## src/ocpcl_regs.vh

```
// Register map, field layout and timing constants of the clock-source block
`ifndef OCPCL_REGS_VH
`define OCPCL_REGS_VH

// ----------------------------------------------------------------------
// Register offsets (byte addresses)
// ----------------------------------------------------------------------
`define OCPCL_ADDR_W          12
`define OCPCL_OFS_RUNCFG      12'h060
`define OCPCL_OFS_XLATE       12'h064
`define OCPCL_OFS_STATUS      12'h068

// ----------------------------------------------------------------------
// Run clock configuration fields
// ----------------------------------------------------------------------
`define OCPCL_MAIN_OFF_BIT    0
`define OCPCL_INT_OFF_BIT     1
`define OCPCL_MAIN_CHK_BIT    2
`define OCPCL_INT_CHK_BIT     3
`define OCPCL_SRC_LO          4
`define OCPCL_SRC_HI          5
`define OCPCL_CRYSTAL_SELECT_LO         6
`define OCPCL_CRYSTAL_SELECT_HI         9
`define OCPCL_PLL_CHK_BIT     10
`define OCPCL_BYPASS_BIT      11
`define OCPCL_GATE_N_BIT      12
`define OCPCL_PLL_POWER_DOWN_BIT       13
`define OCPCL_RUNCFG_W        14
`define OCPCL_RUNCFG_RST      14'h3AC0

// Oscillator source codes
`define OCPCL_SRC_MAIN        2'h0
`define OCPCL_SRC_INT         2'h1
`define OCPCL_SRC_INT_DIV4    2'h2
`define OCPCL_SRC_RSVD        2'h3

// Crystal codes
`define OCPCL_CRYSTAL_SELECT_RST        4'hB
`define OCPCL_CRYSTAL_SELECT_FIRST      4'h4

// ----------------------------------------------------------------------
// Translation fields and values loaded by reset (6 MHz entry)
// ----------------------------------------------------------------------
`define OCPCL_OD_LO           14
`define OCPCL_OD_HI           15
`define OCPCL_F_LO            5
`define OCPCL_F_HI            13
`define OCPCL_R_LO            0
`define OCPCL_R_HI            4
`define OCPCL_OD_RST          2'h0
`define OCPCL_F_RST           9'h0C8
`define OCPCL_R_RST           5'h03

// ----------------------------------------------------------------------
// Status fields and checker timing
// ----------------------------------------------------------------------
`define OCPCL_FLT_MAIN        0
`define OCPCL_FLT_INT         1
`define OCPCL_FLT_PLL         2
`define OCPCL_NCHK            3
`define OCPCL_CLK_MHZ         200
`define OCPCL_CHK_TIMEOUT_NS  1000
`define OCPCL_CHK_CYCLES      ((`OCPCL_CHK_TIMEOUT_NS * `OCPCL_CLK_MHZ + 999) / 1000)
`define OCPCL_CNT_W           8

`endif

```

## src/ocpcl_xlate.v

```verilog
// Crystal code to PLL divider lookup table
`default_nettype none

module ocpcl_xlate
(
	input  wire [3:0] xtalCode,
	output reg  [1:0] outDiv,
	output reg  [8:0] feedback,
	output reg  [4:0] refDiv
);

// ----------------------------------------------------------------------
// Fixed table aimed at a 400 MHz PLL output
// ----------------------------------------------------------------------
// fixed divider table
always @*
begin
	outDiv = 2'h0;
	case (xtalCode)
		4'h4:    begin feedback = 9'h070; refDiv = 5'h01; end
		4'h5:    begin feedback = 9'h06D; refDiv = 5'h01; end
		4'h6:    begin feedback = 9'h064; refDiv = 5'h01; end
		4'h7:    begin feedback = 9'h062; refDiv = 5'h01; end
		4'h8:    begin feedback = 9'h051; refDiv = 5'h01; end
		4'h9:    begin feedback = 9'h050; refDiv = 5'h01; end
		4'hA:    begin feedback = 9'h04E; refDiv = 5'h01; end
		4'hB:    begin feedback = 9'h0C8; refDiv = 5'h03; end
		4'hC:    begin feedback = 9'h041; refDiv = 5'h01; end
		4'hD:    begin feedback = 9'h036; refDiv = 5'h01; end
		4'hE:    begin feedback = 9'h032; refDiv = 5'h01; end
		4'hF:    begin feedback = 9'h031; refDiv = 5'h01; end
		default: begin feedback = 9'h000; refDiv = 5'h00; end
	endcase
end

endmodule // ocpcl_xlate

`default_nettype wire

```

## src/ocpcl_watch.v

```verilog
// Verification timer for one clock source
`default_nettype none
`include "ocpcl_regs.vh"

module ocpcl_watch
(
	input  wire clk,
	input  wire nrst,
	input  wire enable,
	input  wire aliveTick,
	output reg  fault
);

reg [`OCPCL_CNT_W-1:0] idleCount;

// ----------------------------------------------------------------------
// Count cycles without a tick; pulse fault at the timeout
// ----------------------------------------------------------------------
always @(posedge clk or negedge nrst)
begin
	if (!nrst)
	begin
		idleCount <= {`OCPCL_CNT_W{1'b0}};
		fault     <= 1'b0;
	end
	else if (!enable || aliveTick)
	begin
		idleCount <= {`OCPCL_CNT_W{1'b0}};
		fault     <= 1'b0;
	end
	else if (idleCount == `OCPCL_CHK_CYCLES - 1)
	begin
		// Restart so a dead source keeps reporting each period
		idleCount <= {`OCPCL_CNT_W{1'b0}};
		fault     <= 1'b1;
	end
	else
	begin
		idleCount <= idleCount + 1'b1;
		fault     <= 1'b0;
	end
end

endmodule // ocpcl_watch

`default_nettype wire

```

## src/ocpcl_top.v

```verilog
// Clock-source configuration: run clock register, PLL decode, translation
//
// Design decision made here: the strobed register port.
`default_nettype none
`include "ocpcl_regs.vh"

module ocpcl_top
(
	input  wire                     clk,
	input  wire                     nrst,
	input  wire [`OCPCL_ADDR_W-1:0] regAddr,
	input  wire [31:0]              regWdata,
	input  wire                     regWr,
	input  wire                     regRd,
	output reg  [31:0]              regRdata,
	input  wire                     mainOscTick,
	input  wire                     intOscTick,
	input  wire                     pllTick,
	output reg                      mainOscOff,
	output reg                      intOscOff,
	output reg  [1:0]               oscSourceSel,
	output reg                      pllPowerDown,
	output reg                      pllOutGateN,
	output reg                      pllRunning,
	output reg                      sysClkFromOsc,
	output reg  [1:0]               pllOutDividerIn,
	output reg  [8:0]               pllFeedback,
	output reg  [4:0]               pllRefDiv,
	output reg  [`OCPCL_NCHK-1:0]   clkFault,
	output reg                      clkFailIrq
);

// ----------------------------------------------------------------------
// Declarations
// ----------------------------------------------------------------------
reg  [`OCPCL_RUNCFG_W-1:0] runCfg;
reg  [`OCPCL_RUNCFG_W-1:0] next_runCfg;
reg  [3:0]                 xtalSeen;
reg                        loadPending;
reg  [`OCPCL_NCHK-1:0]     next_clkFault;
reg  [31:0]                next_regRdata;
wire [1:0]                 lutOutDiv;
wire [8:0]                 lutFeedback;
wire [4:0]                 lutRefDiv;
wire [`OCPCL_NCHK-1:0]     checkEn;
wire [`OCPCL_NCHK-1:0]     aliveTick;
wire [`OCPCL_NCHK-1:0]     faultPulse;
wire                       wrRunCfg;
wire                       wrStatus;
wire [3:0]                 xtalNow;
wire                       xlateReload;
wire [31:0]                runCfgWord;
wire [31:0]                xlateWord;
wire [31:0]                statusWord;

// ----------------------------------------------------------------------
// Register write decode
// ----------------------------------------------------------------------
assign wrRunCfg = regWr && (regAddr == `OCPCL_OFS_RUNCFG);
assign wrStatus = regWr && (regAddr == `OCPCL_OFS_STATUS);
assign xtalNow  = runCfg[`OCPCL_CRYSTAL_SELECT_HI:`OCPCL_CRYSTAL_SELECT_LO];

// ----------------------------------------------------------------------
// Run clock configuration register
// ----------------------------------------------------------------------
always @*
begin
	next_runCfg = runCfg;
	if (wrRunCfg)
	begin
		next_runCfg = regWdata[`OCPCL_RUNCFG_W-1:0];
		if (regWdata[`OCPCL_SRC_HI:`OCPCL_SRC_LO] == `OCPCL_SRC_RSVD)
			next_runCfg[`OCPCL_SRC_HI:`OCPCL_SRC_LO] =
				runCfg[`OCPCL_SRC_HI:`OCPCL_SRC_LO];
	end
end

always @(posedge clk or negedge nrst)
begin
	if (!nrst)
		runCfg <= `OCPCL_RUNCFG_RST;
	else
		runCfg <= next_runCfg;
end

// ----------------------------------------------------------------------
// Oscillator control outputs
// ----------------------------------------------------------------------
always @(posedge clk or negedge nrst)
begin
	if (!nrst)
	begin
		mainOscOff   <= 1'b0;
		intOscOff    <= 1'b0;
		oscSourceSel <= `OCPCL_SRC_MAIN;
	end
	else
	begin
		mainOscOff   <= runCfg[`OCPCL_MAIN_OFF_BIT];
		intOscOff    <= runCfg[`OCPCL_INT_OFF_BIT];
		oscSourceSel <= runCfg[`OCPCL_SRC_HI:`OCPCL_SRC_LO];
	end
end

// ----------------------------------------------------------------------
// PLL power and output gate
// ----------------------------------------------------------------------
always @(posedge clk or negedge nrst)
begin
	if (!nrst)
	begin
		pllPowerDown <= 1'b1;
		pllOutGateN  <= 1'b1;
	end
	else
	begin
		pllPowerDown <= runCfg[`OCPCL_PLL_POWER_DOWN_BIT];
		pllOutGateN  <= runCfg[`OCPCL_GATE_N_BIT];
	end
end

// ----------------------------------------------------------------------
// PLL mode decode
// ----------------------------------------------------------------------
always @(posedge clk or negedge nrst)
begin
	if (!nrst)
		pllRunning <= 1'b0;
	else
		pllRunning <= !runCfg[`OCPCL_PLL_POWER_DOWN_BIT] &&
			!runCfg[`OCPCL_GATE_N_BIT];
end

// ----------------------------------------------------------------------
// System clock path selection
// ----------------------------------------------------------------------
always @(posedge clk or negedge nrst)
begin
	if (!nrst)
		sysClkFromOsc <= 1'b1;
	else
		sysClkFromOsc <= runCfg[`OCPCL_BYPASS_BIT];
end

// ----------------------------------------------------------------------
// Crystal to PLL translation register
// ----------------------------------------------------------------------
ocpcl_xlate xlate
(
	.xtalCode (xtalNow),
	.outDiv   (lutOutDiv),
	.feedback (lutFeedback),
	.refDiv   (lutRefDiv)
);

// ----------------------------------------------------------------------
// Translation reload: first cycle after reset or crystal change
// ----------------------------------------------------------------------
assign xlateReload = loadPending || (xtalNow != xtalSeen);

always @(posedge clk or negedge nrst)
begin
	if (!nrst)
	begin
		xtalSeen    <= `OCPCL_CRYSTAL_SELECT_RST;
		loadPending <= 1'b1;
	end
	else
	begin
		xtalSeen    <= xtalNow;
		loadPending <= 1'b0;
	end
end

// ----------------------------------------------------------------------
// Translation fields driving the PLL
// ----------------------------------------------------------------------
always @(posedge clk or negedge nrst)
begin
	if (!nrst)
	begin
		pllOutDividerIn <= `OCPCL_OD_RST;
		pllFeedback     <= `OCPCL_F_RST;
		pllRefDiv       <= `OCPCL_R_RST;
	end
	else if (xlateReload)
	begin
		// load after reset and on change
		pllOutDividerIn <= lutOutDiv;
		pllFeedback     <= lutFeedback;
		pllRefDiv       <= lutRefDiv;
	end
end

// ----------------------------------------------------------------------
// Verification timers: main, internal, PLL
// ----------------------------------------------------------------------
// check enables: main oscillator, internal oscillator, PLL
assign checkEn[`OCPCL_FLT_MAIN]   = runCfg[`OCPCL_MAIN_CHK_BIT];
assign checkEn[`OCPCL_FLT_INT]    = runCfg[`OCPCL_INT_CHK_BIT];
assign checkEn[`OCPCL_FLT_PLL]    = runCfg[`OCPCL_PLL_CHK_BIT];

// ----------------------------------------------------------------------
// Alive ticks from the far side
// ----------------------------------------------------------------------
assign aliveTick[`OCPCL_FLT_MAIN] = mainOscTick;
assign aliveTick[`OCPCL_FLT_INT]  = intOscTick;
assign aliveTick[`OCPCL_FLT_PLL]  = pllTick;

// ----------------------------------------------------------------------
// Timer instances, one per source
// ----------------------------------------------------------------------
genvar gi;
generate
	for (gi = 0; gi < `OCPCL_NCHK; gi = gi + 1)
	begin : chk
		ocpcl_watch watch
		(
			.clk       (clk),
			.nrst      (nrst),
			.enable    (checkEn[gi]),
			.aliveTick (aliveTick[gi]),
			.fault     (faultPulse[gi])
		);
	end
endgenerate

// ----------------------------------------------------------------------
// Sticky faults, write one to clear; a new fault beats the clear
// ----------------------------------------------------------------------
always @*
begin
	next_clkFault = clkFault;
	if (wrStatus)
		next_clkFault = clkFault & ~regWdata[`OCPCL_NCHK-1:0];
	next_clkFault = next_clkFault | (faultPulse & checkEn);
end

always @(posedge clk or negedge nrst)
begin
	if (!nrst)
		clkFault <= {`OCPCL_NCHK{1'b0}};
	else
		clkFault <= next_clkFault;
end

// ----------------------------------------------------------------------
// Interrupt request: any recorded fault
// ----------------------------------------------------------------------
always @(posedge clk or negedge nrst)
begin
	if (!nrst)
		clkFailIrq <= 1'b0;
	else
		clkFailIrq <= |next_clkFault;
end

// ----------------------------------------------------------------------
// Read words, unused upper bits zero
// ----------------------------------------------------------------------
assign runCfgWord = {{(32-`OCPCL_RUNCFG_W){1'b0}}, runCfg};
assign statusWord = {{(32-`OCPCL_NCHK){1'b0}}, clkFault};
assign xlateWord[`OCPCL_OD_HI:`OCPCL_OD_LO] = pllOutDividerIn;
assign xlateWord[`OCPCL_F_HI:`OCPCL_F_LO]   = pllFeedback;
assign xlateWord[`OCPCL_R_HI:`OCPCL_R_LO]   = pllRefDiv;
assign xlateWord[31:16] = 16'h0000;

// ----------------------------------------------------------------------
// Read port: data in the cycle after the strobe
// ----------------------------------------------------------------------
always @*
begin
	next_regRdata = 32'h0000_0000;
	if (regRd)
	begin
		case (regAddr)
			`OCPCL_OFS_RUNCFG:
				next_regRdata = runCfgWord;
			`OCPCL_OFS_XLATE:
				next_regRdata = xlateWord;
			`OCPCL_OFS_STATUS:
				next_regRdata = statusWord;
			default:
				next_regRdata = 32'h0000_0000;
		endcase
	end
end

always @(posedge clk or negedge nrst)
begin
	if (!nrst)
		regRdata <= 32'h0000_0000;
	else
		regRdata <= next_regRdata;
end

endmodule // ocpcl_top

`default_nettype wire

```

## config.mk

```make
export PLATFORM = sky130hd
export DESIGN_NAME = ocpcl_top
export DESIGN_NICKNAME = d
export VERILOG_FILES = /design/src/ocpcl_xlate.v /design/src/ocpcl_watch.v /design/src/ocpcl_top.v
export VERILOG_INCLUDE_DIRS = /design/src
export SDC_FILE = /design/constraint.sdc
export NUM_CORES = 1
export LEC_CHECK = 0
export ABC_CLOCK_PERIOD_IN_PS = 5300
export BUFFER_PORTS_ARGS = -buffer_cell sky130_fd_sc_hd__buf_2
export CAP_MARGIN = 20
export CORE_MARGIN = 10
export CORE_UTILIZATION = 40
export DETAILED_ROUTE_END_ITERATION = 16
export HOLD_SLACK_MARGIN = 0.12
export PLACE_DENSITY = 0.64
export SYNTH_ARGS = -nofsm -noshare
export SYNTH_HDL_FRONTEND = slang
export SYNTH_HIERARCHICAL = 1
export SYNTH_SLANG_ARGS = --single-unit
```

## constraint.sdc

```tcl
create_clock -name clk -period 5.3 [get_ports clk]
set_input_delay 0.795 -clock clk [delete_from_list [all_inputs] [get_ports clk]]
set_output_delay 0.795 -clock clk [all_outputs]
set_load 0.02 [all_outputs]
```

==> metrics.md, run 1 <==
| Metric | Value |
|---|---|
| Outcome | finished, final reports clean |
| Hold Path End | pllPowerDown |
| Yosys reg bits | 90 |
| Avg WL per Cell | ~15 um |
| Vias in the first global route | between 2000 and 3000 |
| Post-CTS sizing | 0 |
| Most frequent cell after synthesis | dfrtp_1 |
| Max Cap Viol | 0 |
| Yosys top cell area share | about 43% |
| Critical path class | in2reg |
| Delay of the slowest cell on the worst path | 570 ps |
| Placed cell area | about 0.0046 sq mm |
| H-Tree Depth | 3 |
| Req. time, crit path | 5540 ps |
| Clk slew on worst S/H paths | 90 ps |
| Highest routed layer | met4 |
| TritonCTS clock tree | done |
| Cell variety after synth | 46 |
| DRT antenna net count | 0 |
| Post-synth top cells | dfrtp_1, nor2_1, buf_4, mux2_2, dfstp_2 |
| Worst R2R End | pllFeedback[4] |
| Ys flop type | dfrtp_1 |
| CP max-delay cell | or4b_1 |
| Yosys top cell by area | dfrtp_1 |
| Via count | roughly 2700 |
| Worst hold start | runCfg[13] |
| First-pass GRT wire length | 14170 um |
| DIE HEIGHT | ~120 um |
| Crit path arrival time | 2530 ps |
| Critical Path Fanout Max | 19 |
| RSZ-0062 raised after global routing | no |
| Post-Synth Adder-Cell Area | about 3.3% |
| # IOs | 111 |
| Leak | about 2.3 nW |
| 1st-iter DRT viols | 113 |
| Vias per inst | 4.783 |
| Gr usage total | between 10% and 20% |
| Worst r2r src | runCfg[9] |
| YS warnings | 6 |
| Initial antenna violation count | 1 |
| Clock buffer count from CTS | 9 |
| Net count of the finished layout | 486 |
| DR pass1 iterations | 4 |
| Die area | ~0.015 sq mm |
| Main combinational cell family by area after synthesis | simple AND/OR/NAND/NOR gates |
| Post-synthesis simple-gate area fraction | 14.05% |
| Post-synthesis xor/xnor area fraction | under 10% |
| Detailed placement HPWL | between 6000 and 7000 um |
| Starting density of the core | around 41% |
| Design Area, Final | between 0.004 and 0.005 sq mm |
| Mux share of post-synthesis cell area | 12.45% |
| Largest net degree at the start of global routing | 52 |
| Setup crit start kind | input pin |
| DR DRC count | 0 |
| Met1 wire length | 3519 um |
| Post-synth EDFFs | 0 |
| Skew final | about 12 ps |
| Clk_lat worst skew | between 300 and 400 ps |
| Worst Hold Class | reg2reg |
| Measured slew at the worst slew-check pin | around 910 ps |
| Mapped Cells | between 300 and 400 |
| Final Hold Vio Count | 0 |
| Hold_buf cts | 0 |
| Routed WL | 8689 um |
| I/O Buffers | between 70 and 80 |
| Root Driver | clkbuf_8 |
| GR Overflow Total | 0 |
| Final setup viols | 0 |
| Synth top area cells | dfrtp_1, dfstp_2, mux2_2 |
| Post-synth ARST share | 100.0% |
| VDD IR-drop max | approximately 0.12 mV |
| Layout cells sized above 1 | between 30% and 40% |
| Reg2reg path depth | 3 |
| # rows | 37 |
| Core footprint | around 0.010 sq mm |
| TNS Setup | 0 ps |
| Sequential share of the synthesized area | approximately 55% |
| Slew Viols, Final | 0 |
| Synthesis-to-layout area growth | 14.62% |
| PwrDens | between 200 and 300 mW/mm^2 |
| R2R setup slack | 3020 ps |
| Met2 WL post-DR | 4347 um |
| Max Clk Rate | between 0.4 and 0.5 GHz |
| Synth Area in Compound Gates | 6.077% |
| Final period util | a little over two fifths |
| CP Cell Sequence | buf_2 > or4b_1 > nor3_2 > a41oi_1 > or3_1 |
| Worst slew margin | about two fifths |
| Die X | about 120 um |
| Post-layout minimum cycle time | between 2000 and 2500 ps |
| Max clock buf depth | 2 |
| Gpl congestion | 0.7809 |
| Mapped Area | between 0.004 and 0.005 sq mm |
| Worst Hold Path Cells | 0 |
| Met3 routed WL | 705 um |
| Critical Path End Type | flop |
| TritonCTS Sinks | 90 |
| Postcts setup bufs | 0 |
| Average cell area after synthesis | between 10 and 15 sq um |
[critical path: cells and delay by family]
family,cells,cell delay (ps)
buffers and inverters,1,280
AOI/OAI and AO/OA,1,200
and+or+nand+nor,3,1260
[worst max path at each step]
stage / startpoint / to / slack, ps / cells past startpoint
after global placement: regAddr[2] / clkFailIrq / 2630 / 5
after global routing: runCfg[9] / pllFeedback[5] / 2860 / 3
final: regAddr[2] / clkFailIrq / 3010 / 5
after detailed placement: regAddr[2] / clkFailIrq / 2630 / 5
after floorplan: regAddr[9] / runCfg[10] / 2790 / 5
after CTS: runCfg[9] / pllFeedback[4] / 2970 / 3
[through the flow]
stage / worst slack (ps) / cells / hold WS, ps / total power [mW] / utilization [%]
finish: 3009 / 566 / 380.6 / 1.249 / 46.59
global route: 2856 / 565 / 382.6 / 1.304 / 46.57
CTS: 2971 / 565 / 381.4 / 1.267 / 46.57
detailed placement: 2627 / 549 / 367.5 / 0.7882 / 44.59
global placement: 2630 / 549 / 361.5 / 0.7871 / 44.59
floorplan: 2792 / 367 / 360.0 / 0.7602 / -
[cells by family after synthesis]
family | Yosys count
fa+ha+maj | 11
buf+inv | 40
simple gates | 107
compound gates | 38
flops | 90
other cells | 2
mux | 45
xor+xnor | 13
[area by class of cell]
class	count	area [sq um]
fill	981	5464
clock buffer	11	141.4
antenna	1	2.502
clock inverter	5	61.31
sequential	90	2275
multi-input combinational	237	1693
tap	136	170.2
inverter	9	33.78
timing repair buffer	77	390.4
[metal layers]
metal,GRT usage [%],vias up
met5,0,-
met4,3.279,0
met3,5.365,12
met2,20.19,59
met1,13.33,1320
li1,-,1316
[layout by cell type (no fill, tap or decap), types with 3 or more instances in the layout]
master    Yosys  layout
buf_2         2      75
dfrtp_1      72      72
nor2_1       44      44
conb_1        2      23
mux2_2       22      22
dfstp_2      18      18
mux2i_1      15      15
nand3_1      15      15
nand2_1      12      12
a21oi_1      11      11
ha_1         11      11
or3_1        10      10
o21ai_0      10      10
clkbuf_8      0      10
inv_1         9       9
mux2_4        8       8
xor2_1        7       7
xnor2_1       6       6
a22o_1        4       4
nand4_2       3       3
and4b_2       3       3
nand2b_1      3       3
a31o_2        3       3
a21oi_2       3       3
[registers in the layout (all words and copies together), names as in the netlist]
register,count
chk.watch/idleCount,24
clkFault,3
loadPending,1
mainOscOff,1
chk.watch/fault,3
xtalSeen,4
pllPowerDown,1
pllOutGateN,1
clkFailIrq,1
pllFeedback,9
pllRunning,1
intOscOff,1
regRdata,16
pllRefDiv,5
oscSourceSel,2
pllOutDividerIn,2
runCfg,14
sysClkFromOsc,1
[power breakdown]
| part | switching (mW) | internal (mW) |
|---|---|---|
| Combinational | 0.0495 | 0.0248 |
| Clock | 0.242 | 0.234 |
| Sequential | 0.00530 | 0.694 |
(Power assumes the default switching activity.)
==> inputs of run 2 (changes only) <==
--- a/config.mk
+++ b/config.mk
@@ -6,14 +6,14 @@
 export SDC_FILE = /design/constraint.sdc
 export NUM_CORES = 1
 export LEC_CHECK = 0
-export ABC_CLOCK_PERIOD_IN_PS = 5300
+export ABC_CLOCK_PERIOD_IN_PS = 1900
 export BUFFER_PORTS_ARGS = -buffer_cell sky130_fd_sc_hd__buf_2
 export CAP_MARGIN = 20
 export CORE_MARGIN = 10
 export CORE_UTILIZATION = 40
 export DETAILED_ROUTE_END_ITERATION = 16
 export HOLD_SLACK_MARGIN = 0.12
-export PLACE_DENSITY = 0.64
+export PLACE_DENSITY = 0.67
 export SYNTH_ARGS = -nofsm -noshare
 export SYNTH_HDL_FRONTEND = slang
 export SYNTH_HIERARCHICAL = 1
==> constraint.sdc (replaced) <==
create_clock -name clk -period 1.9 [get_ports clk]
set_input_delay 0.285 -clock clk [delete_from_list [all_inputs] [get_ports clk]]
set_output_delay 0.285 -clock clk [all_outputs]
set_load 0.02 [all_outputs]
==> run 2 against run 1 <==
Critical path depth is the same. Clock power rose to 3.0 times the previous value. Flip-flop and latch count unchanged. Worst setup slack got worse by 2900 ps. Register-to-register slack lost 2900 ps. Power increased to 2.9 times the previous value. Wire length increased by 3.6%. Die area did not move. Combinational power increased to 3.0 times the previous value. Global-route usage up 0.37 points.
==> metrics.md, run 2 (same netlist as run 1, synthesis figures left out) <==
| Metric | Value |
|---|---|
| Delay-heaviest family, CP | flip-flops |
| Reg2reg path depth | 5 (+2) |
| DRT antenna net count | 0 (unchanged) |
| DR pass1 iterations | 4 (unchanged) |
| Inst Count DP | 560 (+2.0%) |
| CP Cell Sequence | inv_1 > ha_1 > mux2_4 > a22o_1 > mux2_2 |
| Setup crit start kind | flop |
| Die area | 0.01488 sq mm (unchanged) |
| TritonCTS clock tree | done |
| Gr usage total | 12.30% (+0.37 points) |
| Req. time, crit path | 2140 ps (-3400 ps) |
| Clock buffer count from CTS | 9 (unchanged) |
| Postcts setup bufs | 0 (unchanged) |
| WP depth | 5 (unchanged) |
| Largest Register | chk.watch/idleCount |
| TritonCTS Sinks | 90 (unchanged) |
| 1st-iter DRT viols | 160 (+42%) |
| Critical Path End Type | flop |
| Final setup viols | 0 (unchanged) |
| Largest registers | chk.watch/idleCount x24, regRdata x16, runCfg x14 |
| Detailed placement HPWL | 6834 um (+4.6%) |
| TNS Setup | 0 ps (unchanged) |
| Crit path arrival time | 2010 ps (-520 ps) |
| H-Tree Depth | 3 (unchanged) |
| Worst Hold Class | in2reg |
| Skew final | 8.984 ps (-2.971 ps) |
| Commonest cells after routing, fill and taps aside | buf_2, dfrtp_1, nor2_1, conb_1, mux2_2 |
| Root Driver | clkbuf_8 |
| GR Util met2 | 21.74% (+1.5 points) |
| Final Hold Vio Count | 0 (unchanged) |
| Flop pwr share | 54.0% (-2.0 points) |
| Max clock buf depth | 2 (unchanged) |
| Worst Hold Path Cells | 2 (+2) |
| PwrDens | 739.1 mW/mm^2 (+180%) |
| Core footprint | 0.01023 sq mm (unchanged) |
| Clk slew on worst S/H paths | 90 ps (about the same) |
| CP max-delay cell | dfstp_2 |
| Clk_lat worst skew | 350 ps (about the same) |
| Die X | 122.0 um (unchanged) |
| Crit path launch | runCfg[6] |
| # IOs | 111 (unchanged) |
| Gr busiest metal | met2 |
| Max Cap Viol | 0 (unchanged) |
| Ant. Diodes | 0 (-1) |
| Initial antenna violation count | 1 (unchanged) |
| RSZ-0062 raised after global routing | no |
| Worst r2r src | runCfg[6] |
| Logic gate share of total power | 6.1% (+0.2 points) |
| Commonest non-fill, non-tap cell in the layout | buf_2 |
| Routed WL | 8998 um (+3.6%) |
| Avg WL per Cell | 15.59 um (+1.6%) |
| Net count of the finished layout | 498 (+2.5%) |
| Layout cells sized above 1 | 38.32% (+1.5 points) |
| Outcome | finished, final reports clean |
| Starting density of the core | 40.65% (unchanged) |
| Max reg flops | 24 (unchanged) |
| Measured slew at the worst slew-check pin | 635.6 ps (-278.1 ps) |
| DIE HEIGHT | 122.0 um (unchanged) |
| Worst hold start | regWdata[13] |
| Met1 usage | 13.61% (+0.29 points) |
| Area of the multi-input gates | 0.001693 sq mm (unchanged) |
| Post-CTS sizing | 0 (unchanged) |
| Gpl congestion | 0.8126 (+4.1%) |
| # fillers | 941 (-4.1%) |
| First-pass GRT wire length | 14600 um (+3.0%) |
| VDD IR-drop max | 0.4784 mV (+310%) |
| Vias per inst | 4.771 (-0.24%) |
| Hold Path End | runCfg[13] |
| I/O Buffers | 76 (unchanged) |
| Slew Viols, Final | 0 (unchanged) |
| Final period util | around 93% |
| CP bufs+invs | 1 (unchanged) |
| DR DRC count | 0 (unchanged) |
| Non-filler cells, final | 577 (+1.9%) |
| Delay of the slowest cell on the worst path | 540 ps (-30 ps) |
| Via count | 2753 (+1.7%) |
| # rows | 37 (unchanged) |
| Post-layout minimum cycle time | about 1800 ps |
| Critical path class | reg2reg |
| Critical Path Fanout Max | 3 (-16) |
| Leak | 2.370 nW (+3.0%) |
| Net Sw Frac | 23.22% (-0.56 points) |
| Switch Pwr | 839.2 uW (+180%) |
| Clock power share | 39.9% (+1.8 points) |
| Met3 usage | 4.903% (-0.46 points) |
| Worst slew margin | 57.63% (+19 points) |
| Max Clk Rate | roughly 0.56 GHz |
| Synthesis-to-layout area growth | 17.60% |
| Largest net degree at the start of global routing | 52 (unchanged) |
| Vias in the first global route | 2893 (+0.80%) |
| R2R setup slack | 130 ps (-2890 ps) |
| Pint | 2.775 mW (+190%) |
| Seq. cell area | 0.002275 sq mm (unchanged) |
| Hold_ws | 171.8 ps (-208.8 ps) |
| GR Overflow Total | 0 (unchanged) |
| Worst R2R End | pllFeedback[1] |
run 2: timing repair:
item / 4_1_cts / 5_1_grt
endpoints found under the setup margin: 0 / 0
endpoints found under the hold margin: 72 / 0
hold buffers: 1 / 0
run 2: area by class of cell:
type,count,area share [%]
Inverter,9,0.6907
Sequential cell,90,46.51
Timing Repair Buffer,89,10.13
Multi-Input combinational cell,237,34.61
Clock buffer,10,2.609
Clock inverter,6,1.970
Tap cell,136,3.479
run 2: worst max-delay path by stage:
stage,slack [ps],end
6_report,130,pllFeedback[1]
5_1_grt,90,pllFeedback[1]
4_1_cts,140,pllFeedback[1]
3_5_place_dp,-180,runCfg[8]
3_3_place_gp,-160,runCfg[8]
2_1_floorplan,-60,runCfg[10]
run 2: power by group through the flow:
stage	sequential, mW	combinational (mW)	clock [mW]
2_1_floorplan	2.00	0.119	0
3_3_place_gp	1.99	0.222	0
3_5_place_dp	1.99	0.223	0
4_1_cts	1.95	0.225	1.48
5_1_grt	1.95	0.247	1.57
6_report	1.95	0.221	1.44
run 2: metrics by stage:
step	instance area (sq um)	setup slack, ps	power (mW)	utilization, %
2_1_floorplan	4238	-56.51	2.121	-
3_3_place_gp	4657	-160.9	2.207	45.52
3_5_place_dp	4657	-180.6	2.210	45.52
4_1_cts	4891	137.9	3.655	47.80
5_1_grt	4891	93.45	3.775	47.80
6_report	4891	126.0	3.615	47.80
run 2: routing by layer:
layer	vias to the layer above	wire, um	share of wire, %
met2	59	4634	52
met5	-	13	0.14
met4	2	33	0.37
met1	1350	3706	41
li1	1336	-	-
met3	6	610	6.8
==> inputs of run 3 (changes only) <==
--- a/config.mk
+++ b/config.mk
@@ -13,8 +13,7 @@
 export CORE_UTILIZATION = 40
 export DETAILED_ROUTE_END_ITERATION = 16
 export HOLD_SLACK_MARGIN = 0.12
-export PLACE_DENSITY = 0.67
+export PLACE_DENSITY = 0.68
 export SYNTH_ARGS = -nofsm -noshare
 export SYNTH_HDL_FRONTEND = slang
-export SYNTH_HIERARCHICAL = 1
 export SYNTH_SLANG_ARGS = --single-unit
==> run 3 against run 2 <==
Non-clock buffer count is 8 lower. Synthesized cell count is 9.8% lower. Worst hold slack better by 4.7 ps. Sequential share of layout area is 2.0 points higher. Power is 18% lower. Synthesized area is 13% lower. Largest cell class unchanged.
==> metrics.md, run 3 <==
| Metric | Value |
|---|---|
| Commonest cells after routing, fill and taps aside | buf_2, dfrtp_1, nor2_1, conb_1 |
| Most frequent CP cell | mux2_2 |
| Skew final | 8.722 ps (-0.2623 ps) |
| Crit path arrival time | 2020 ps (about the same) |
| Total chip power | 2.967 mW (-18%) |
| Via count | 2422 (-12%) |
| Design Area, Final | 0.004223 sq mm (-14%) |
| Max reg flops | 24 (unchanged) |
| Placed cell area | 0.004036 sq mm (-13%) |
| Worst r2r src | runCfg[7] |
| Worst slew margin | 66.02% (+8.4 points) |
| Delay of the slowest cell on the worst path | 590 ps (+50 ps) |
| Net count of the finished layout | 455 (-8.6%) |
| Max Cap Viol | 0 (unchanged) |
| Flop pwr share | 58.5% (+4.5 points) |
| Critical Path End Type | flop |
| Mux share of post-synthesis cell area | 8.354% (-4.1 points) |
| Sequential share of the synthesized area | 56.74% (+2.0 points) |
| # fillers | 815 (-13%) |
| TritonCTS Sinks | 81 (-10%) |
| Ant. Diodes | 0 (unchanged) |
| Die X | 115.0 um (-5.7%) |
| Final worst-path setup slack | 110.7 ps (-15.35 ps) |
| Vias per inst | 4.749 (-0.47%) |
| Commonest non-fill, non-tap cell in the layout | buf_2 |
| TritonCTS clock tree | done |
| RSZ-0062 raised after global routing | no |
| Most frequent cell after synthesis | dfrtp_1 |
| Post-synth EDFFs | 0 (unchanged) |
| Gr usage total | 11.38% (-0.92 points) |
| Clk_lat worst skew | 350 ps (about the same) |
| Mapped Cells | 312 (-9.8%) |
| Detailed placement HPWL | 5804 um (-15%) |
| Post-Synth Adder-Cell Area | 2.426% (-0.88 points) |
| Measured slew at the worst slew-check pin | 509.7 ps (-125.9 ps) |
| Post-synthesis simple-gate area fraction | 15.60% (+1.5 points) |
| Synthesis-to-layout area growth | 16.98% |
| Logic gate share of total power | 5.7% (-0.4 points) |
| First-pass GRT wire length | 12100 um (-17%) |
| Net Sw Frac | 22.64% (-0.57 points) |
| Starting density of the core | 41.19% (+0.54 points) |
| Crit path launch | runCfg[7] |
| Mapped Area | 0.003610 sq mm (-13%) |
| Final setup viols | 0 (unchanged) |
| Critical path class | reg2reg |
| Main combinational cell family by area after synthesis | simple AND/OR/NAND/NOR gates |
| Yosys top cell area share | 44.37% (+1.0 points) |
| CP bufs+invs | 1 (unchanged) |
| Core footprint | 0.008763 sq mm (-14%) |
| DR DRC count | 0 (unchanged) |
| 1st-iter DRT viols | 147 (-8.1%) |
| Post-synth ARST share | 100.0% (unchanged) |
| DRT antenna net count | 0 (unchanged) |
| Worst hold start | regWdata[7] |
| GR Overflow Total | 0 (unchanged) |
| Yosys reg bits | 81 (-10%) |
| Routed WL | 7498 um (-17%) |
| Avg WL per Cell | 14.70 um (-5.7%) |
| Post-CTS sizing | 0 (unchanged) |
| Clock buffer count from CTS | 9 (unchanged) |
| Place WS | 85.19 ps (+265.8 ps) |
| Slew Viols, Final | 0 (unchanged) |
| TNS Setup | 0 ps (unchanged) |
| DR pass1 iterations | 4 (unchanged) |
| Pint | 2.295 mW (-17%) |
| YS warnings | 0 (-6) |
| Average cell area after synthesis | 11.57 sq um (-3.7%) |
| Largest registers | chk.watch.idleCount x24, regRdata x14, runCfg x14 |
| Largest Register | chk.watch.idleCount |
| Largest net degree at the start of global routing | 38 (-27%) |
| # rows | 34 (-8.1%) |
| VDD IR-drop max | 0.2655 mV (-44%) |
| Max clock buf depth | 2 (unchanged) |
| Switch Pwr | 671.7 uW (-20%) |
| Leak | 2.081 nW (-12%) |
| Post-layout minimum cycle time | 1789 ps (+15.35 ps) |
| Gpl congestion | 0.8093 (-0.41%) |
| Post-synthesis xor/xnor area fraction | 5.581% (+2.8 points) |
| Req. time, crit path | 2130 ps (about the same) |
| Clk slew on worst S/H paths | 70 ps (-20 ps) |
| Root Driver | clkbuf_8 |
| Delay-heaviest family, CP | flip-flops |
| Final period util | 94.18% (+0.81 points) |
| H-Tree Depth | 3 (unchanged) |
| Layout cells sized above 1 | 32.59% (-5.7 points) |
| Cell variety after synth | 35 (-24%) |
| I/O Buffers | 68 (-11%) |
| Initial antenna violation count | 0 (-1) |
| Worst Hold Class | in2reg |
| Final Hold Vio Count | 0 (unchanged) |
| PwrDens | 702.5 mW/mm^2 (-4.9%) |
| Synth top area cells | dfrtp_1, dfstp_2, buf_4 |
| Outcome | finished, final reports clean |
| Vias in the first global route | 2511 (-13%) |
| Ys flop type | dfrtp_1 |
| Post-synth top cells | dfrtp_1, nor2_1, buf_4, dfstp_2, mux2_2 |
| CP max-delay cell | dfstp_2 |
| Max Clk Rate | 0.5589 GHz (-0.86%) |
| Yosys top cell by area | dfrtp_1 |
| Setup crit start kind | flop |
| # IOs | 111 (unchanged) |
| Synth Area in Compound Gates | 4.055% (-2.0 points) |
| Post-layout util | 48.19% (+0.38 points) |
| Clock power share | 35.8% (-4.1 points) |
| DIE HEIGHT | 115.0 um (-5.7%) |
| Critical Path Fanout Max | 6 (+3) |
| CP Cell Sequence | inv_1 > ha_1 > mux2_2 > a22o_1 > mux2_2 |
| Die area | 0.01322 sq mm (-11%) |
## run 3: cell count changes after synthesis, moves of 4 or more
cell	change
o21ai_0	-4
and3_1	+5
mux2_4	-8
ha_1	-4
dfrtp_1	-8
mux2i_1	-4
xnor2_1	+4
xor2_1	+6
mux2_2	-5
or3_1	-10
nand2b_1	+5
## run 3: layer usage
layer / track usage (%) / wire [um] / vias up
met3: 3.385 / 546 / 11
met4: 5.528 / 131 / 0
met2: 18.58 / 3648 / 65
met5: 0 / 0 / -
met1: 13.40 / 3171 / 1181
li1: - / - / 1165
## run 3: cells by family (layout without fill, tap and decap cells)
family,Yosys count,in the layout
xor gates and xnor gates,23,23
adders and majority gates,7,7
and+or+nand+nor,106,106
AOI/OAI and AO/OA,24,24
other,1,25
buffers and inverters,42,108
muxes,28,28
DFF,81,81
## run 3: cell type report
| class | count | area, sq um | area share [%] |
|---|---|---|---|
| Sequential cell | 81 | 2048 | 48.50 |
| Timing Repair Buffer | 81 | 442.9 | 10.49 |
| Tap cell | 108 | 135.1 | 3.200 |
| Inverter | 11 | 41.29 | 0.9778 |
| Clock buffer | 15 | 156.4 | 3.704 |
| Multi-Input combinational cell | 213 | 1394 | 33.01 |
| Clock inverter | 1 | 5.005 | 0.1185 |
## run 3: worst paths after layout
path	cells after the start	slack [ps]	to
worst max-delay path	5	110	pllFeedback[1]
worst min-delay path	2	180	runCfg[7]
worst max register to register	5	110	pllFeedback[1]
worst min register to register	0	370	sysClkFromOsc
max in group asynchronous	3	800	pllPowerDown
min in group asynchronous	2	420	chk[2].watch.idleCount[7]
## run 3: stage by stage
stage          instances  hold slack, ps
6_report             510           176.5
5_1_grt              510           166.8
4_1_cts              508           163.1
3_5_place_dp         491           268.5
3_3_place_gp         491           271.8
2_1_floorplan        336          -10.59
## run 3: what timing repair did
action | 4_1_cts | 5_1_grt
buffers inserted | 0 | 2
endpoints found under the hold margin | 22 | 0
hold buffers | 1 | 0
endpoints found under the setup margin | 0 | 1
## run 3: power groups by stage
stage	combinational (mW)	clock (mW)	sequential (mW)
2_1_floorplan	0.115	0	1.77
3_3_place_gp	0.169	0	1.77
3_5_place_dp	0.171	0	1.77
4_1_cts	0.173	1.10	1.73
5_1_grt	0.189	1.16	1.73
6_report	0.170	1.06	1.73
